### src/hdl/ccu_pkg.sv
// Package for the capture and compare unit: register map, fields and reset values.
// Assumes a 32-bit AHB-Lite register bus and a 16-bit timebase supplied from outside.
package ccu_pkg;
   // ****************************************
   // Register offsets
   // ****************************************
   localparam logic [7:0] CCU_OFF_CONTROL = 8'h00;
   localparam logic [7:0] CCU_OFF_INSEL = 8'h04;
   localparam logic [7:0] CCU_OFF_VALUE = 8'h08;
   localparam logic [7:0] CCU_OFF_STATUS = 8'h0C;
   localparam logic [7:0] CCU_OFF_MASK = 8'h10;
   localparam logic [7:0] CCU_OFF_PIN = 8'h14;
   // ****************************************
   // Field positions
   // ****************************************
   localparam int CCU_CTL_EN = 7;
   localparam int CCU_CTL_OUT = 5;
   localparam int CCU_CTL_TBRST = 4;
   localparam int CCU_CTL_MODE_LO = 0;
   localparam int CCU_ST_EVENT = 0;
   // ****************************************
   // Reset values
   // ****************************************
   localparam logic [7:0] CCU_CONTROL_RST = 8'h00;
   localparam logic [1:0] CCU_INSEL_RST = 2'h0;
   localparam logic [15:0] CCU_VALUE_RST = 16'h0000;
   // ****************************************
   // Modes and input sources
   // ****************************************
   typedef enum logic [3:0] {
      CCU_M_OFF = 4'h0,
      CCU_M_TOGGLE_CLR = 4'h1,
      CCU_M_TOGGLE = 4'h2,
      CCU_M_CAP_ANY = 4'h3,
      CCU_M_CAP_FALL = 4'h4,
      CCU_M_CAP_RISE = 4'h5,
      CCU_M_CAP_RISE4 = 4'h6,
      CCU_M_CAP_RISE16 = 4'h7,
      CCU_M_SET = 4'h8,
      CCU_M_CLEAR = 4'h9,
      CCU_M_SOFT = 4'hA,
      CCU_M_PULSE = 4'hB
   } ccu_mode_t;
   localparam logic [1:0] CCU_SRC_PIN = 2'h0;
   localparam logic [1:0] CCU_SRC_CMP1 = 2'h1;
   localparam logic [1:0] CCU_SRC_CMP2 = 2'h2;
   localparam logic [1:0] CCU_SRC_IOC = 2'h3;
   localparam logic [3:0] CCU_PRE4_LAST = 4'h3;
   localparam logic [3:0] CCU_PRE16_LAST = 4'hF;
endpackage

### src/hdl/ccu_capture_compare_unit.sv
// Capture and compare unit with an AHB-Lite register slave and a level interrupt.
// Assumes the timebase and its update strobe come from logic on clk; pin inputs are asynchronous.
//
// Added by the designer: the address map and register access over AHB-Lite.
`timescale 1ns/1ps

// What this block does
// - Capture copies all sixteen timebase bits into the value register at once.
// - Mode picks any edge, falling, rising, fourth rising or sixteenth rising edge.
// - Input select picks unit pin, comparator one, comparator two or pin-change trigger.
// - Every capture sets the event flag; only software clears it.
// - A newer capture overwrites an unread stored value.
// - Prescaler counter clears when disabled, not capturing, or in reset.
// - Changing prescale keeps the counter; software should disable first.
// - Each capture pulses the event output for one clock; captures on adjacent clocks merge into a longer pulse.
// - Compare mode matches the value register against the timebase on each update.
// - A match toggles, sets, clears, pulses or only flags; may reset the timebase.
// - Toggle, set and clear modes set the event flag in the cycle the output action applies.
// - Capture works while the timebase is held or runs from an outside clock.
// - Pulse mode follows equality; soft, toggle, clear, set act on a match.
// - Soft event mode never drives the pin, it only raises the flag.
module ccu_capture_compare_unit
(
   input wire logic clk,
   input wire logic rst,
   input wire logic [31:0] haddr,
   input wire logic [1:0] htrans,
   input wire logic hwrite,
   input wire logic [2:0] hsize,
   input wire logic [31:0] hwdata,
   input wire logic hsel,
   input wire logic hready,
   output logic [31:0] hrdata,
   output logic hreadyout,
   output logic hresp,
   input wire logic [15:0] timebase,
   input wire logic timebase_update,
   output logic timebase_reset,
   input wire logic unit_pin_in,
   output logic unit_pin_out,
   output logic unit_pin_oe_n,
   input wire logic comparator_one_sync,
   input wire logic comparator_two_sync,
   input wire logic pin_change_trigger,
   output logic event_out,
   output logic irq
);
   import ccu_pkg::*;

   // ****************************************
   // Bus slave
   // ****************************************
   logic [7:0] unit_control_reg, next_unit_control_reg;
   logic [1:0] input_select_reg, next_input_select_reg;
   logic [15:0] value_reg, next_value_reg;
   logic event_flag, next_event_flag;
   logic event_irq_enable, next_event_irq_enable;
   logic wr_pend, next_wr_pend;
   logic [7:0] wr_addr, next_wr_addr;
   logic [31:0] next_hrdata;
   logic [3:0] pre_cnt, next_pre_cnt;
   logic out_q, next_out_q;
   logic ev_q, next_ev_q;
   logic [3:0] raw_in, sync_a, next_sync_a, sync_b, next_sync_b;
   logic in_prev, next_in_prev;
   ccu_mode_t mode;
   logic enabled, capturing, comparing, rise, fall, cap_edge, capture, match, match_now;

   // Decoding of a mode into its capture class, shared by several paths.
   function automatic logic is_capture(input ccu_mode_t m);
      is_capture = (m >= CCU_M_CAP_ANY) && (m <= CCU_M_CAP_RISE16);
   endfunction

   assign mode = ccu_mode_t'(unit_control_reg[CCU_CTL_MODE_LO +: 4]);
   assign enabled = unit_control_reg[CCU_CTL_EN];
   assign capturing = enabled && is_capture(mode);
   assign comparing = enabled && (mode != CCU_M_OFF) && !is_capture(mode);
   assign hreadyout = 1'b1;
   assign hresp = 1'b0;

   // ****************************************
   // Capture input path
   // ****************************************
   logic sel_in;
   always_comb
   begin
      case (input_select_reg)
         CCU_SRC_PIN: sel_in = sync_b[0];
         CCU_SRC_CMP1: sel_in = sync_b[1];
         CCU_SRC_CMP2: sel_in = sync_b[2];
         default: sel_in = sync_b[3];
      endcase
   end
   // The first stage feeds only the second so metastability cannot reach edge logic.
   assign raw_in = {pin_change_trigger, comparator_two_sync, comparator_one_sync, unit_pin_in};
   assign next_sync_a = raw_in;
   assign next_sync_b = sync_a;
   assign next_in_prev = sel_in;
   assign rise = sel_in && !in_prev;
   assign fall = !sel_in && in_prev;

   always_comb
   begin
      cap_edge = 1'b0;
      next_pre_cnt = pre_cnt;
      if (!capturing)
         next_pre_cnt = 4'h0;
      else
      begin
         case (mode)
            CCU_M_CAP_ANY: cap_edge = rise || fall;
            CCU_M_CAP_FALL: cap_edge = fall;
            CCU_M_CAP_RISE: cap_edge = rise;
            CCU_M_CAP_RISE4:
            begin
               // Counter is shared across settings, so a switch can fire early.
               cap_edge = rise && (pre_cnt[1:0] == CCU_PRE4_LAST[1:0]);
               if (rise)
                  next_pre_cnt = pre_cnt + 4'h1;
            end
            CCU_M_CAP_RISE16:
            begin
               cap_edge = rise && (pre_cnt == CCU_PRE16_LAST);
               if (rise)
                  next_pre_cnt = pre_cnt + 4'h1;
            end
            default: cap_edge = 1'b0;
         endcase
      end
   end
   // Capture does not wait for a timebase update, so a held or outside-clocked count still works.
   assign capture = capturing && cap_edge;

   // ****************************************
   // Compare path
   // ****************************************
   assign match_now = comparing && (value_reg == timebase);
   assign match = match_now && timebase_update;

   always_comb
   begin
      next_out_q = out_q;
      if (match)
      begin
         case (mode)
            CCU_M_TOGGLE_CLR, CCU_M_TOGGLE: next_out_q = !out_q;
            CCU_M_SET: next_out_q = 1'b1;
            CCU_M_CLEAR: next_out_q = 1'b0;
            default: next_out_q = out_q;
         endcase
      end
      if (mode == CCU_M_OFF || !enabled)
         next_out_q = 1'b0;
   end
   // Pulse mode follows equality live; soft mode leaves the pin undriven.
   assign unit_pin_out = (mode == CCU_M_PULSE) ? match_now : out_q;
   assign unit_pin_oe_n = !(comparing && mode != CCU_M_SOFT);
   assign timebase_reset = match && unit_control_reg[CCU_CTL_TBRST];
   assign next_ev_q = capture;
   assign event_out = ev_q;
   assign irq = event_flag && event_irq_enable;

   // ****************************************
   // Register file
   // ****************************************
   logic take, do_wr;
   assign take = hsel && hready && htrans[1];
   assign do_wr = wr_pend;
   always_comb
   begin
      next_wr_pend = take && hwrite;
      next_wr_addr = take ? haddr[7:0] : wr_addr;
      next_unit_control_reg = unit_control_reg;
      next_input_select_reg = input_select_reg;
      next_value_reg = value_reg;
      next_event_irq_enable = event_irq_enable;
      next_event_flag = event_flag;
      if (do_wr)
      begin
         case (wr_addr)
            CCU_OFF_CONTROL: next_unit_control_reg = hwdata[7:0];
            CCU_OFF_INSEL: next_input_select_reg = hwdata[1:0];
            CCU_OFF_VALUE: next_value_reg = hwdata[15:0];
            CCU_OFF_STATUS: if (hwdata[CCU_ST_EVENT]) next_event_flag = 1'b0;
            CCU_OFF_MASK: next_event_irq_enable = hwdata[CCU_ST_EVENT];
            default: next_event_flag = event_flag;
         endcase
      end
      if (capture)
         next_value_reg = timebase;
      if (capture || match)
         next_event_flag = 1'b1;
      next_hrdata = hrdata;
      if (take && !hwrite)
      begin
         case (haddr[7:0])
            CCU_OFF_CONTROL: next_hrdata = {24'h000000, unit_control_reg};
            CCU_OFF_INSEL: next_hrdata = {30'h00000000, input_select_reg};
            CCU_OFF_VALUE: next_hrdata = {16'h0000, value_reg};
            CCU_OFF_STATUS: next_hrdata = {31'h00000000, event_flag};
            CCU_OFF_MASK: next_hrdata = {31'h00000000, event_irq_enable};
            CCU_OFF_PIN: next_hrdata = {30'h00000000, unit_pin_out, sync_b[0]};
            default: next_hrdata = 32'h00000000;
         endcase
      end
   end

   always_ff @(posedge clk)
   begin
      if (rst)
      begin
         unit_control_reg <= CCU_CONTROL_RST;
         input_select_reg <= CCU_INSEL_RST;
         value_reg <= CCU_VALUE_RST;
         event_flag <= 1'b0;
         event_irq_enable <= 1'b0;
         wr_pend <= 1'b0;
         wr_addr <= 8'h00;
         hrdata <= 32'h00000000;
         pre_cnt <= 4'h0;
         out_q <= 1'b0;
         ev_q <= 1'b0;
         sync_a <= 4'h0;
         sync_b <= 4'h0;
         in_prev <= 1'b0;
      end
      else
      begin
         unit_control_reg <= next_unit_control_reg;
         input_select_reg <= next_input_select_reg;
         value_reg <= next_value_reg;
         event_flag <= next_event_flag;
         event_irq_enable <= next_event_irq_enable;
         wr_pend <= next_wr_pend;
         wr_addr <= next_wr_addr;
         hrdata <= next_hrdata;
         pre_cnt <= next_pre_cnt;
         out_q <= next_out_q;
         ev_q <= next_ev_q;
         sync_a <= next_sync_a;
         sync_b <= next_sync_b;
         in_prev <= next_in_prev;
      end
   end
endmodule

### config.mk
export PLATFORM = sky130hd
export DESIGN_NAME = ccu_capture_compare_unit
export DESIGN_NICKNAME = d
export VERILOG_FILES = /design/src/hdl/ccu_pkg.sv /design/src/hdl/ccu_capture_compare_unit.sv
export SDC_FILE = /design/constraint.sdc
export NUM_CORES = 1
export LEC_CHECK = 0
export BUFFER_PORTS_ARGS = -buffer_cell sky130_fd_sc_hd__buf_2
export CORE_UTILIZATION = 50
export CTS_CLUSTER_DIAMETER = 30
export DETAILED_ROUTE_END_ITERATION = 10
export PLACE_DENSITY_LB_ADDON = 0.1
export SETUP_SLACK_MARGIN = 0.4
export SYNTH_ARGS = -nofsm -noshare
export SYNTH_HDL_FRONTEND = slang
export SYNTH_SLANG_ARGS = --single-unit
### constraint.sdc
create_clock -name clk -period 4.39 [get_ports clk]
set_input_delay 0.439 -clock clk [delete_from_list [all_inputs] [get_ports clk]]
set_output_delay 0.439 -clock clk [all_outputs]
set_load 0.01 [all_outputs]
==> results of run 1 <==
-- Yosys cell counts (8+ instances only) --
cell / count
xor2_1: 8
buf_4: 19
mux2i_1: 8
nand2_1: 72
nor2b_1: 11
nor2_1: 52
xnor2_1: 13
dfxtp_1: 68
a21oi_1: 22
a22oi_1: 14
a311oi_1: 16
clkbuf_1: 16
nand3_1: 16
-- cell families after synthesis --
logic type | Yosys count | share of synthesized area, %
AO/OA/AOI/OAI | 68 | 14.0
XOR/XNOR | 21 | 5.50
adder cells (fa/ha/maj) | 3 | 1.12
buffers and inverters | 48 | 7.93
flip-flops | 68 | 40.7
multiplexers | 14 | 4.75
other | 2 | 0.225
AND/OR/NAND/NOR | 182 | 25.8
-- metal layers --
layer | share of wire, % | vias up | track usage [%] | wire, um
met1 | 47 | 1388 | 30.3 | 3690
met4 | 1.7 | 0 | 10.8 | 136
met3 | 5.1 | 14 | 4.15 | 401
met5 | 0 | - | 0 | 0
li1 | - | 1478 | - | -
met2 | 46 | 83 | 35.3 | 3630
-- cell usage in the layout (no fill, tap or decap), drive strengths merged, types with 6 or more instances in the layout --
cell type and count:
buf 75, nand2 72, dfxtp 68, nor2 52, a21oi 22, conb 18
a311oi 17, nand3 16, a22oi 14, xnor2 13, clkbuf 12, nor2b 11
xor2 8, mux2i 8, nand4 6
-- final cells by class --
type / count / area (sq um)
clock inverter: 2 / 35.0
timing repair buffer: 75 / 385
inverter: 5 / 18.8
multi-input combinational: 306 / 1780
clock buffer: 12 / 155
tap: 77 / 96.3
sequential: 68 / 1360
fill: 623 / 2560
-- through the flow --
stage / cells / worst slack (ns) / util, %
2_1_floorplan: 422 / 2.08 / -
3_3_place_gp: 531 / 1.71 / 57.0
3_5_place_dp: 531 / 1.66 / 57.0
4_1_cts: 545 / 1.37 / 60.0
5_1_grt: 545 / 1.26 / 60.0
6_report: 545 / 1.43 / 60.0
-- how the worst max path moves through the flow --
| stage | from | end | cells after the start |
|---|---|---|---|
| after floorplan | input_select_reg[1]$_SDFFE_PP0P_ | value_reg[5]$_SDFFE_PP0P_ | 8 |
| after global placement | wr_addr[0]$_SDFFE_PP0P_ | value_reg[5]$_SDFFE_PP0P_ | 5 |
| after detailed placement | wr_addr[0]$_SDFFE_PP0P_ | value_reg[13]$_SDFFE_PP0P_ | 5 |
| after CTS | unit_control_reg[1]$_SDFFE_PP0P_ | timebase_reset | 6 |
| after global routing | unit_control_reg[1]$_SDFFE_PP0P_ | timebase_reset | 6 |
| final | unit_control_reg[1]$_SDFFE_PP0P_ | timebase_reset | 6 |
-- power by group through the flow --
stage	clock network, mW	registers [mW]	logic (mW)
after floorplan	0	0.640	0.0601
after global placement	0	0.642	0.0839
after detailed placement	0	0.643	0.0847
after CTS	0.521	0.628	0.0849
after global routing	0.547	0.629	0.0940
final	0.512	0.629	0.0852
==> impl_metrics.env, run 1 <==
export IMPL_status="complete, no violations"
export IMPL_netlist_instances=406
export IMPL_floorplan_die_area_sq_um=7020
export IMPL_synth_top_area_cell="dfxtp_1"
export IMPL_final_cell_area_sq_um=3830
export IMPL_reg2reg_from="wr_addr[0]$_SDFFE_PP0P_"
export IMPL_cts_inserted_buffers=9
export IMPL_grt_max_degree=65
export IMPL_crit_type="register to output pin"
export IMPL_p_seq_share_pct=51.3
export IMPL_grt_ovfl_total=0
export IMPL_drv_cap=0
export IMPL_finalSetupViolCount=0
export IMPL_min_path_cells=2
export IMPL_start_util_pct=52.4
export IMPL_routedWlPerCell_um=14.4
export IMPL_die_x_um=83.8
export IMPL_end_kind="output pin"
export IMPL_slew_headroom_pct=43.0
export IMPL_r2r_end="value_reg[13]$_SDFFE_PP0P_"
export IMPL_diodes=0
export IMPL_grt_pass1_wl_mm=12.5
export IMPL_area_growth_pct=14.5
export IMPL_cts_tree="yes"
export IMPL_grt_use_total_pct=22.7
export IMPL_yosysWarningCount=0
export IMPL_cts_root_buf="clkbuf_8"
export IMPL_fmax_mhz=338
export IMPL_yosysUniqueCellTypes=47
export IMPL_holdBufCountCts=0
export IMPL_worst_setup_path_start_kind="register"
export IMPL_gp_congestion=0.793
export IMPL_critPathMaxStageDelay_ns=0.66
export IMPL_p_int_uw=944
export IMPL_io_buffers=71
export IMPL_htreeDepth=3
export IMPL_tns_ns=0
export IMPL_synth_edff_count=0
export IMPL_ant_nets=0
export IMPL_p_leak_nw=1.49
export IMPL_hp_start="unit_pin_in"
export IMPL_cp_cell_sequence="xor2_1 -> a21oi_1 -> nor4_1 -> nand3_1 -> nor2_1 -> buf_2"
export IMPL_hpwlAfterDp_mm=5.50
export IMPL_vias_per_cell=5.44
export IMPL_place_area_sq_um=3640
export IMPL_p_total_mw=1.23
export IMPL_cp_arrival_ns=2.52
export IMPL_synth_seq_area_share_pct=40.7
export IMPL_core_sq_um=6390
export IMPL_dr_pass1_iters=7
export IMPL_irDropWorstVdd_mv=0.182
export IMPL_chipHeight_um=83.8
export IMPL_ys_flop_type="dfxtp_1"
export IMPL_antenna_found_initial=0
export IMPL_post_synth_main_area_contributors="dfxtp_1, nand2_1, nor2_1"
export IMPL_cts_sinks=68
export IMPL_timing_hold_violations_final=0
export IMPL_avgSynthCellArea_sq_um=8.24
export IMPL_pwr_share_comb_pct=7.0
export IMPL_powerDensity_nw_per_um2=320
export IMPL_p_sw_uw=281
export IMPL_ctsResizeCount=0
export IMPL_grt_pass1_vias=2634
export IMPL_whs_ns=0.316
export IMPL_crit_slowest_cell="nor4_1"
export IMPL_min_period_over_period_pct=67.5
export IMPL_ys_seq_elements=68
export IMPL_switching_share_pct=22.9
export IMPL_ioPinCount=134
export IMPL_clkTransAtPathRegs_ns=0.07
export IMPL_worst_pin_slew_ns=0.850
export IMPL_yosysTopAreaCellShare_pct=40.7
export IMPL_p_clk_share_pct=41.8
export IMPL_crit_path_max_fanout=15
export IMPL_clk_latency_ns=0.34
export IMPL_nets=563
export IMPL_async_flop_share_pct=0
export IMPL_hp_class="input port to register"
export IMPL_critPathTopFamily="simple AND/OR/NAND/NOR gates"
export IMPL_fin_crit_ns=2.96
export IMPL_whs_endpoint="next_sync_b[0]$_SDFF_PP0_"
export IMPL_cp_required_ns=3.95
export IMPL_fp_row_count=29
export IMPL_synthesis_area_sq_um=3340
export IMPL_rsz0062_at_grt="no"
export IMPL_fin_worst_skew_ns=0.00760
export IMPL_cts_buffer_depth=2
export IMPL_layout_drive_gt1_share_pct=21.2
export IMPL_reg2regPathDepth=5
export IMPL_drv_slew=0
export IMPL_drc=0
export IMPL_wirelength_mm=7.85
export IMPL_postCtsSetupBuffers=0
export IMPL_num_vias=2963
export IMPL_reg2reg_slack_ns=1.63
export IMPL_crit_buf_inv=1
export IMPL_drt_iter0_markers=164
(Power assumes the default switching activity.)
==> run 2: changes to the inputs <==
- CORE_UTILIZATION: 50 -> 49
- clock period: 4.39 -> 3.01 ns (I/O delays scaled with it)
==> impl_metrics.env, run 2 (synthesized netlist as in run 1, its figures left out) <==
export IMPL_diodes=0
export IMPL_floorplan_die_area_sq_um=7160
export IMPL_routedWlPerCell_um=14.3
export IMPL_grt_use_total_pct=23.1
export IMPL_drv_slew=0
export IMPL_status="complete, no violations"
export IMPL_cts_sinks=68
export IMPL_worst_setup_path_start_kind="register"
export IMPL_antenna_found_initial=0
export IMPL_layout_drive_gt1_share_pct=22.5
export IMPL_hpwlAfterDp_mm=5.46
export IMPL_crit_path_max_fanout=28
export IMPL_hp_class="input port to register"
export IMPL_grt_max_degree=37
export IMPL_tns_ns=0
export IMPL_num_vias=2964
export IMPL_core_sq_um=6460
export IMPL_slew_headroom_pct=54.8
export IMPL_place_area_sq_um=3670
export IMPL_grt_pass1_vias=2669
export IMPL_fmax_mhz=406
export IMPL_fin_crit_ns=2.46
export IMPL_area_growth_pct=16.2
export IMPL_clk_latency_ns=0.34
export IMPL_vias_per_cell=5.37
export IMPL_powerDensity_nw_per_um2=461
export IMPL_end_kind="register"
export IMPL_io_buffers=71
export IMPL_p_leak_nw=1.53
export IMPL_grt_ovfl_total=0
export IMPL_num_fill_cells=619
export IMPL_holdBufCountCts=0
export IMPL_drc=0
export IMPL_wirelength_mm=7.91
export IMPL_cts_root_buf="clkbuf_8"
export IMPL_irDropWorstVdd_mv=0.370
export IMPL_die_x_um=84.6
export IMPL_ant_nets=0
export IMPL_cts_tree="yes"
export IMPL_grt_pass1_wl_mm=12.9
export IMPL_gp_congestion=0.783
export IMPL_final_cell_area_sq_um=3890
export IMPL_fp_row_count=29
export IMPL_clkTransAtPathRegs_ns=0.07
export IMPL_start_util_pct=51.8
export IMPL_ioPinCount=134
export IMPL_timing_hold_violations_final=0
export IMPL_drv_cap=0
export IMPL_cts_buffer_depth=2
export IMPL_rsz0062_at_grt="no"
export IMPL_finalSetupViolCount=0
export IMPL_drt_iter0_markers=165
export IMPL_cts_inserted_buffers=9
export IMPL_worst_pin_slew_ns=0.678
export IMPL_chipHeight_um=84.6
export IMPL_min_period_over_period_pct=81.8
export IMPL_final_cell_mix="nand2_1, buf_2, dfxtp_1"
export IMPL_fin_worst_skew_ns=0.00576
export IMPL_nets=568
export IMPL_layout_commonest_cell="nand2_1"
export IMPL_cp_required_ns=3.25
export IMPL_htreeDepth=3
export IMPL_dr_pass1_iters=7
export IMPL_crit_type="register to register"
export IMPL_cp_arrival_ns=2.70
run 2: cell count changes in the layout (fill, tap and decap cells not counted), sizes merged:
cell	change
clkinv	+2
buf	+5
run 2: final cells by class:
cell class / count / area [sq um] / share of cell area [%]
clock buffers: 12 / 145 / 3.73
repair buffers: 80 / 435 / 11.2
flip-flops and latches: 68 / 1360 / 35.1
multi-input cells: 306 / 1780 / 45.8
clock inverters: 4 / 48.8 / 1.26
well taps: 77 / 96.3 / 2.48
inverters: 5 / 18.8 / 0.483
run 2: through the flow:
| stage | hold slack [ns] | power (mW) | cells | util (%) | worst slack, ns |
|---|---|---|---|---|---|
| 2_1_floorplan | 0.414 | 1.02 | 422 | - | 0.704 |
| 3_3_place_gp | 0.421 | 1.06 | 534 | 56.9 | 0.438 |
| 3_5_place_dp | 0.424 | 1.06 | 534 | 56.9 | 0.376 |
| 4_1_cts | 0.164 | 1.81 | 552 | 60.1 | 0.549 |
| 5_1_grt | 0.167 | 1.87 | 552 | 60.2 | 0.413 |
| 6_report | 0.171 | 1.79 | 552 | 60.2 | 0.547 |
run 2: final timing paths:
| path | start | to | slack (ns) | cells past startpoint |
|---|---|---|---|---|
| worst max-delay path | input_select_reg[1]$_SDFFE_PP0P_ | value_reg[6]$_SDFFE_PP0P_ | 0.55 | 9 |
| worst min-delay path | unit_pin_in | next_sync_b[0]$_SDFF_PP0_ | 0.17 | 2 |
| worst max register to register | input_select_reg[1]$_SDFFE_PP0P_ | value_reg[6]$_SDFFE_PP0P_ | 0.55 | 9 |
| worst min register to register | next_sync_b[0]$_SDFF_PP0_ | sync_b[0]$_SDFF_PP0_ | 0.44 | 1 |
run 2: repair_timing:
action | 4_1_cts | 5_1_grt
gates resized for setup | 0 | 2
setup buffers | 2 | 0
setup endpoints to repair | 12 | 2
pin swaps | 1 | 0
run 2: layer usage:
layer	vias up	part of all wire (%)	GRT usage, %
met3	8	4.9	4.13
met2	81	46	36.0
met1	1382	48	31.9
met5	-	0	0
met4	0	1.2	8.63
li1	1493	-	-
run 2: critical path: stages, from the launching register on:
cell      delay [ns]
dfxtp_1         0.39
mux4_2          0.56
ha_1            0.23
nand4b_1        0.18
a311oi_1        0.10
o211ai_1        0.22
buf_4           0.16
buf_12          0.16
nor2_1          0.06
a311oi_1        0.26
run 2: report_power, final:
group          internal (mW)  total (mW)  switching (mW)
Sequential             0.910       0.917         0.00708
Clock                  0.405       0.750           0.345
Combinational         0.0507       0.125          0.0743
Total                   1.37        1.79           0.427
==> run 3: changes to the inputs <==
- CORE_UTILIZATION: 49 -> 44
- clock period: 3.01 -> 2.2 ns (I/O delays scaled with it)
==> impl_metrics.env, run 3 (synthesized netlist as in run 1, its figures left out) <==
export IMPL_status="finished with violations"
export IMPL_violations="setup timing"
export IMPL_grt_use_total_pct=22.4
export IMPL_fmax_mhz=425
export IMPL_fp_row_count=31
export IMPL_crit_path_max_fanout=8
export IMPL_worst_pin_slew_ns=0.515
export IMPL_critPathTopFamily="multiplexers"
export IMPL_hpwlAfterDp_mm=5.93
export IMPL_place_area_sq_um=3800
export IMPL_num_vias=3172
export IMPL_floorplan_die_area_sq_um=7950
export IMPL_place_inst=565
export IMPL_wirelength_mm=9.04
export IMPL_start_util_pct=45.9
export IMPL_crit_type="register to register"
export IMPL_slew_headroom_pct=65.7
export IMPL_fin_worst_skew_ns=0.0120
export IMPL_multi_input_area_sq_um=1970
export IMPL_clk_latency_ns=0.34
export IMPL_cp_arrival_ns=2.60
export IMPL_htreeDepth=3
export IMPL_min_period_over_period_pct=107
export IMPL_p_leak_nw=1.74
export IMPL_regArea_sq_um=1380
export IMPL_p_total_mw=2.56
export IMPL_drv_cap=0
export IMPL_powerDensity_nw_per_um2=580
export IMPL_grt_ovfl_total=0
export IMPL_final_core_util_pct=60.6
export IMPL_routedWlPerCell_um=15.1
export IMPL_drv_slew=0
export IMPL_critPathLaunch="input_select_reg[1]$_SDFFE_PP0P_"
export IMPL_cts_inserted_buffers=9
export IMPL_layout_drive_gt1_share_pct=35.8
export IMPL_reg2regPathDepth=10
export IMPL_irDropWorstVdd_mv=0.361
export IMPL_cp_num_cells=10
export IMPL_clkTransAtPathRegs_ns=0.08
export IMPL_chipHeight_um=89.2
export IMPL_r2r_end="value_reg[2]$_SDFFE_PP0P_"
export IMPL_hp_class="input port to register"
export IMPL_nets=593
export IMPL_wl_met1_mm=4.10
export IMPL_area_growth_pct=32.1
export IMPL_num_fill_cells=704
export IMPL_core_sq_um=7290
export IMPL_antenna_found_initial=0
export IMPL_cp_cell_sequence="mux4_2 -> ha_4 -> nand4bb_1 -> o22ai_2 -> o211ai_1 -> buf_4 -> buf_4 -> buf_8 -> nor2_1 -> a311oi_1"
export IMPL_whs_ns=0.0795
export IMPL_crit_slowest_cell="mux4_2"
export IMPL_drt_iter0_markers=183
export IMPL_dr_pass1_iters=4
export IMPL_final_cell_area_sq_um=4420
export IMPL_ant_nets=0
export IMPL_vias_per_cell=5.30
export IMPL_fin_crit_ns=2.35
export IMPL_instances_no_fill=599
export IMPL_critPathMaxStageDelay_ns=0.57
export IMPL_end_kind="register"
export IMPL_setup_ws_ns=-0.150
export IMPL_crit_top_cell="buf_4"
export IMPL_cp_required_ns=2.45
export IMPL_route_met2_wl_mm=4.38
export IMPL_die_x_um=89.2
export IMPL_diodes=0
export IMPL_worst_setup_path_start_kind="register"
export IMPL_timing_hold_violations_final=0
export IMPL_wl_met3_um=486
export IMPL_top_layer_used="met4"
export IMPL_cts_sinks=68
export IMPL_rsz0062_at_grt="yes"
export IMPL_grt_pass1_vias=2775
export IMPL_grt_max_degree=44
export IMPL_reg2reg_slack_ns=-0.15
export IMPL_cts_root_buf="clkbuf_8"
export IMPL_crit_buf_inv=3
export IMPL_io_buffers=71
export IMPL_final_cell_mix="nand2_1, buf_2, dfxtp_1"
export IMPL_gp_congestion=0.851
export IMPL_grt_pass1_wl_mm=13.3
export IMPL_drc=0
export IMPL_holdBufCountCts=0
export IMPL_cp_endpoint="value_reg[2]$_SDFFE_PP0P_"
export IMPL_finalSetupViolCount=16
export IMPL_cts_tree="yes"
export IMPL_cts_buffer_depth=2
export IMPL_ioPinCount=134
export IMPL_reg2reg_from="input_select_reg[1]$_SDFFE_PP0P_"
run 3: cell types whose count changed in the layout (fill, tap and decap cells not counted), moves of 4 or more:
| cell | before | now |
|---|---|---|
| a311oi_2 | 1 | 11 |
| a311oi_1 | 16 | 6 |
| dfxtp_2 | 2 | 12 |
| nor2_1 | 52 | 43 |
| xnor2_1 | 13 | 9 |
| xnor2_2 | 0 | 4 |
| buf_4 | 8 | 24 |
| buf_6 | 0 | 5 |
| dfxtp_1 | 66 | 54 |
| nor2_2 | 0 | 7 |
run 3: worst reg2reg max path, stage by stage (launching register included):
cell,delay (ns)
dfxtp_2,0.34
mux4_2,0.57
ha_4,0.29
nand4bb_1,0.13
o22ai_2,0.08
o211ai_1,0.20
buf_4,0.16
buf_4,0.12
buf_8,0.13
nor2_1,0.05
a311oi_1,0.19
run 3: worst min path at each step:
| stage | startpoint | slack, ns | to | cells past startpoint |
|---|---|---|---|---|
| final | unit_pin_in | 0.08 | next_sync_b[0]$_SDFF_PP0_ | 2 |
| after global routing | unit_pin_in | 0.07 | next_sync_b[0]$_SDFF_PP0_ | 2 |
| after CTS | unit_pin_in | 0.07 | next_sync_b[0]$_SDFF_PP0_ | 2 |
| after detailed placement | next_sync_b[0]$_SDFF_PP0_ | 0.43 | sync_b[0]$_SDFF_PP0_ | 1 |
| after global placement | next_sync_b[0]$_SDFF_PP0_ | 0.42 | sync_b[0]$_SDFF_PP0_ | 1 |
| after floorplan | unit_pin_in | 0.35 | next_sync_b[0]$_SDFF_PP0_ | 1 |
run 3: power by group:
group | leakage (nW) | switching [mW] | internal, mW
Sequential | 0.558 | 0.00868 | 1.24
Clock | 0.109 | 0.499 | 0.623
Combinational | 1.07 | 0.114 | 0.0772
run 3: timing repair:
item / in CTS / in global routing
gates cloned: 0 / 3
endpoints found under the setup margin: 23 / 30
pin swaps: 6 / 17
hold endpoints to repair: 0 / 0
setup buffers: 6 / 9
resized for setup: 20 / 43
run 3: area by class of cell:
class	instances	share of cell area, %
sequential	68	31.3
clock inverter	4	1.25
multi-input combinational	306	44.7
clock buffer	12	3.74
inverter	5	0.425
timing repair buffer	105	15.8
tap	99	2.80
run 3: routing by layer:
layer	up-vias	global-route usage [%]
met5	-	0
met4	0	9.38
met3	5	3.97
met2	97	34.6
met1	1520	30.7
li1	1550	-
run 3: metrics by stage:
stage	setup slack, ns	TNS [ns]
CTS	-0.0954	-0.946
floorplan	0.0597	0
global route	-0.214	-3.02
finish	-0.150	-2.06
detailed placement	-0.0856	-0.678
global placement	-0.0371	-0.0848
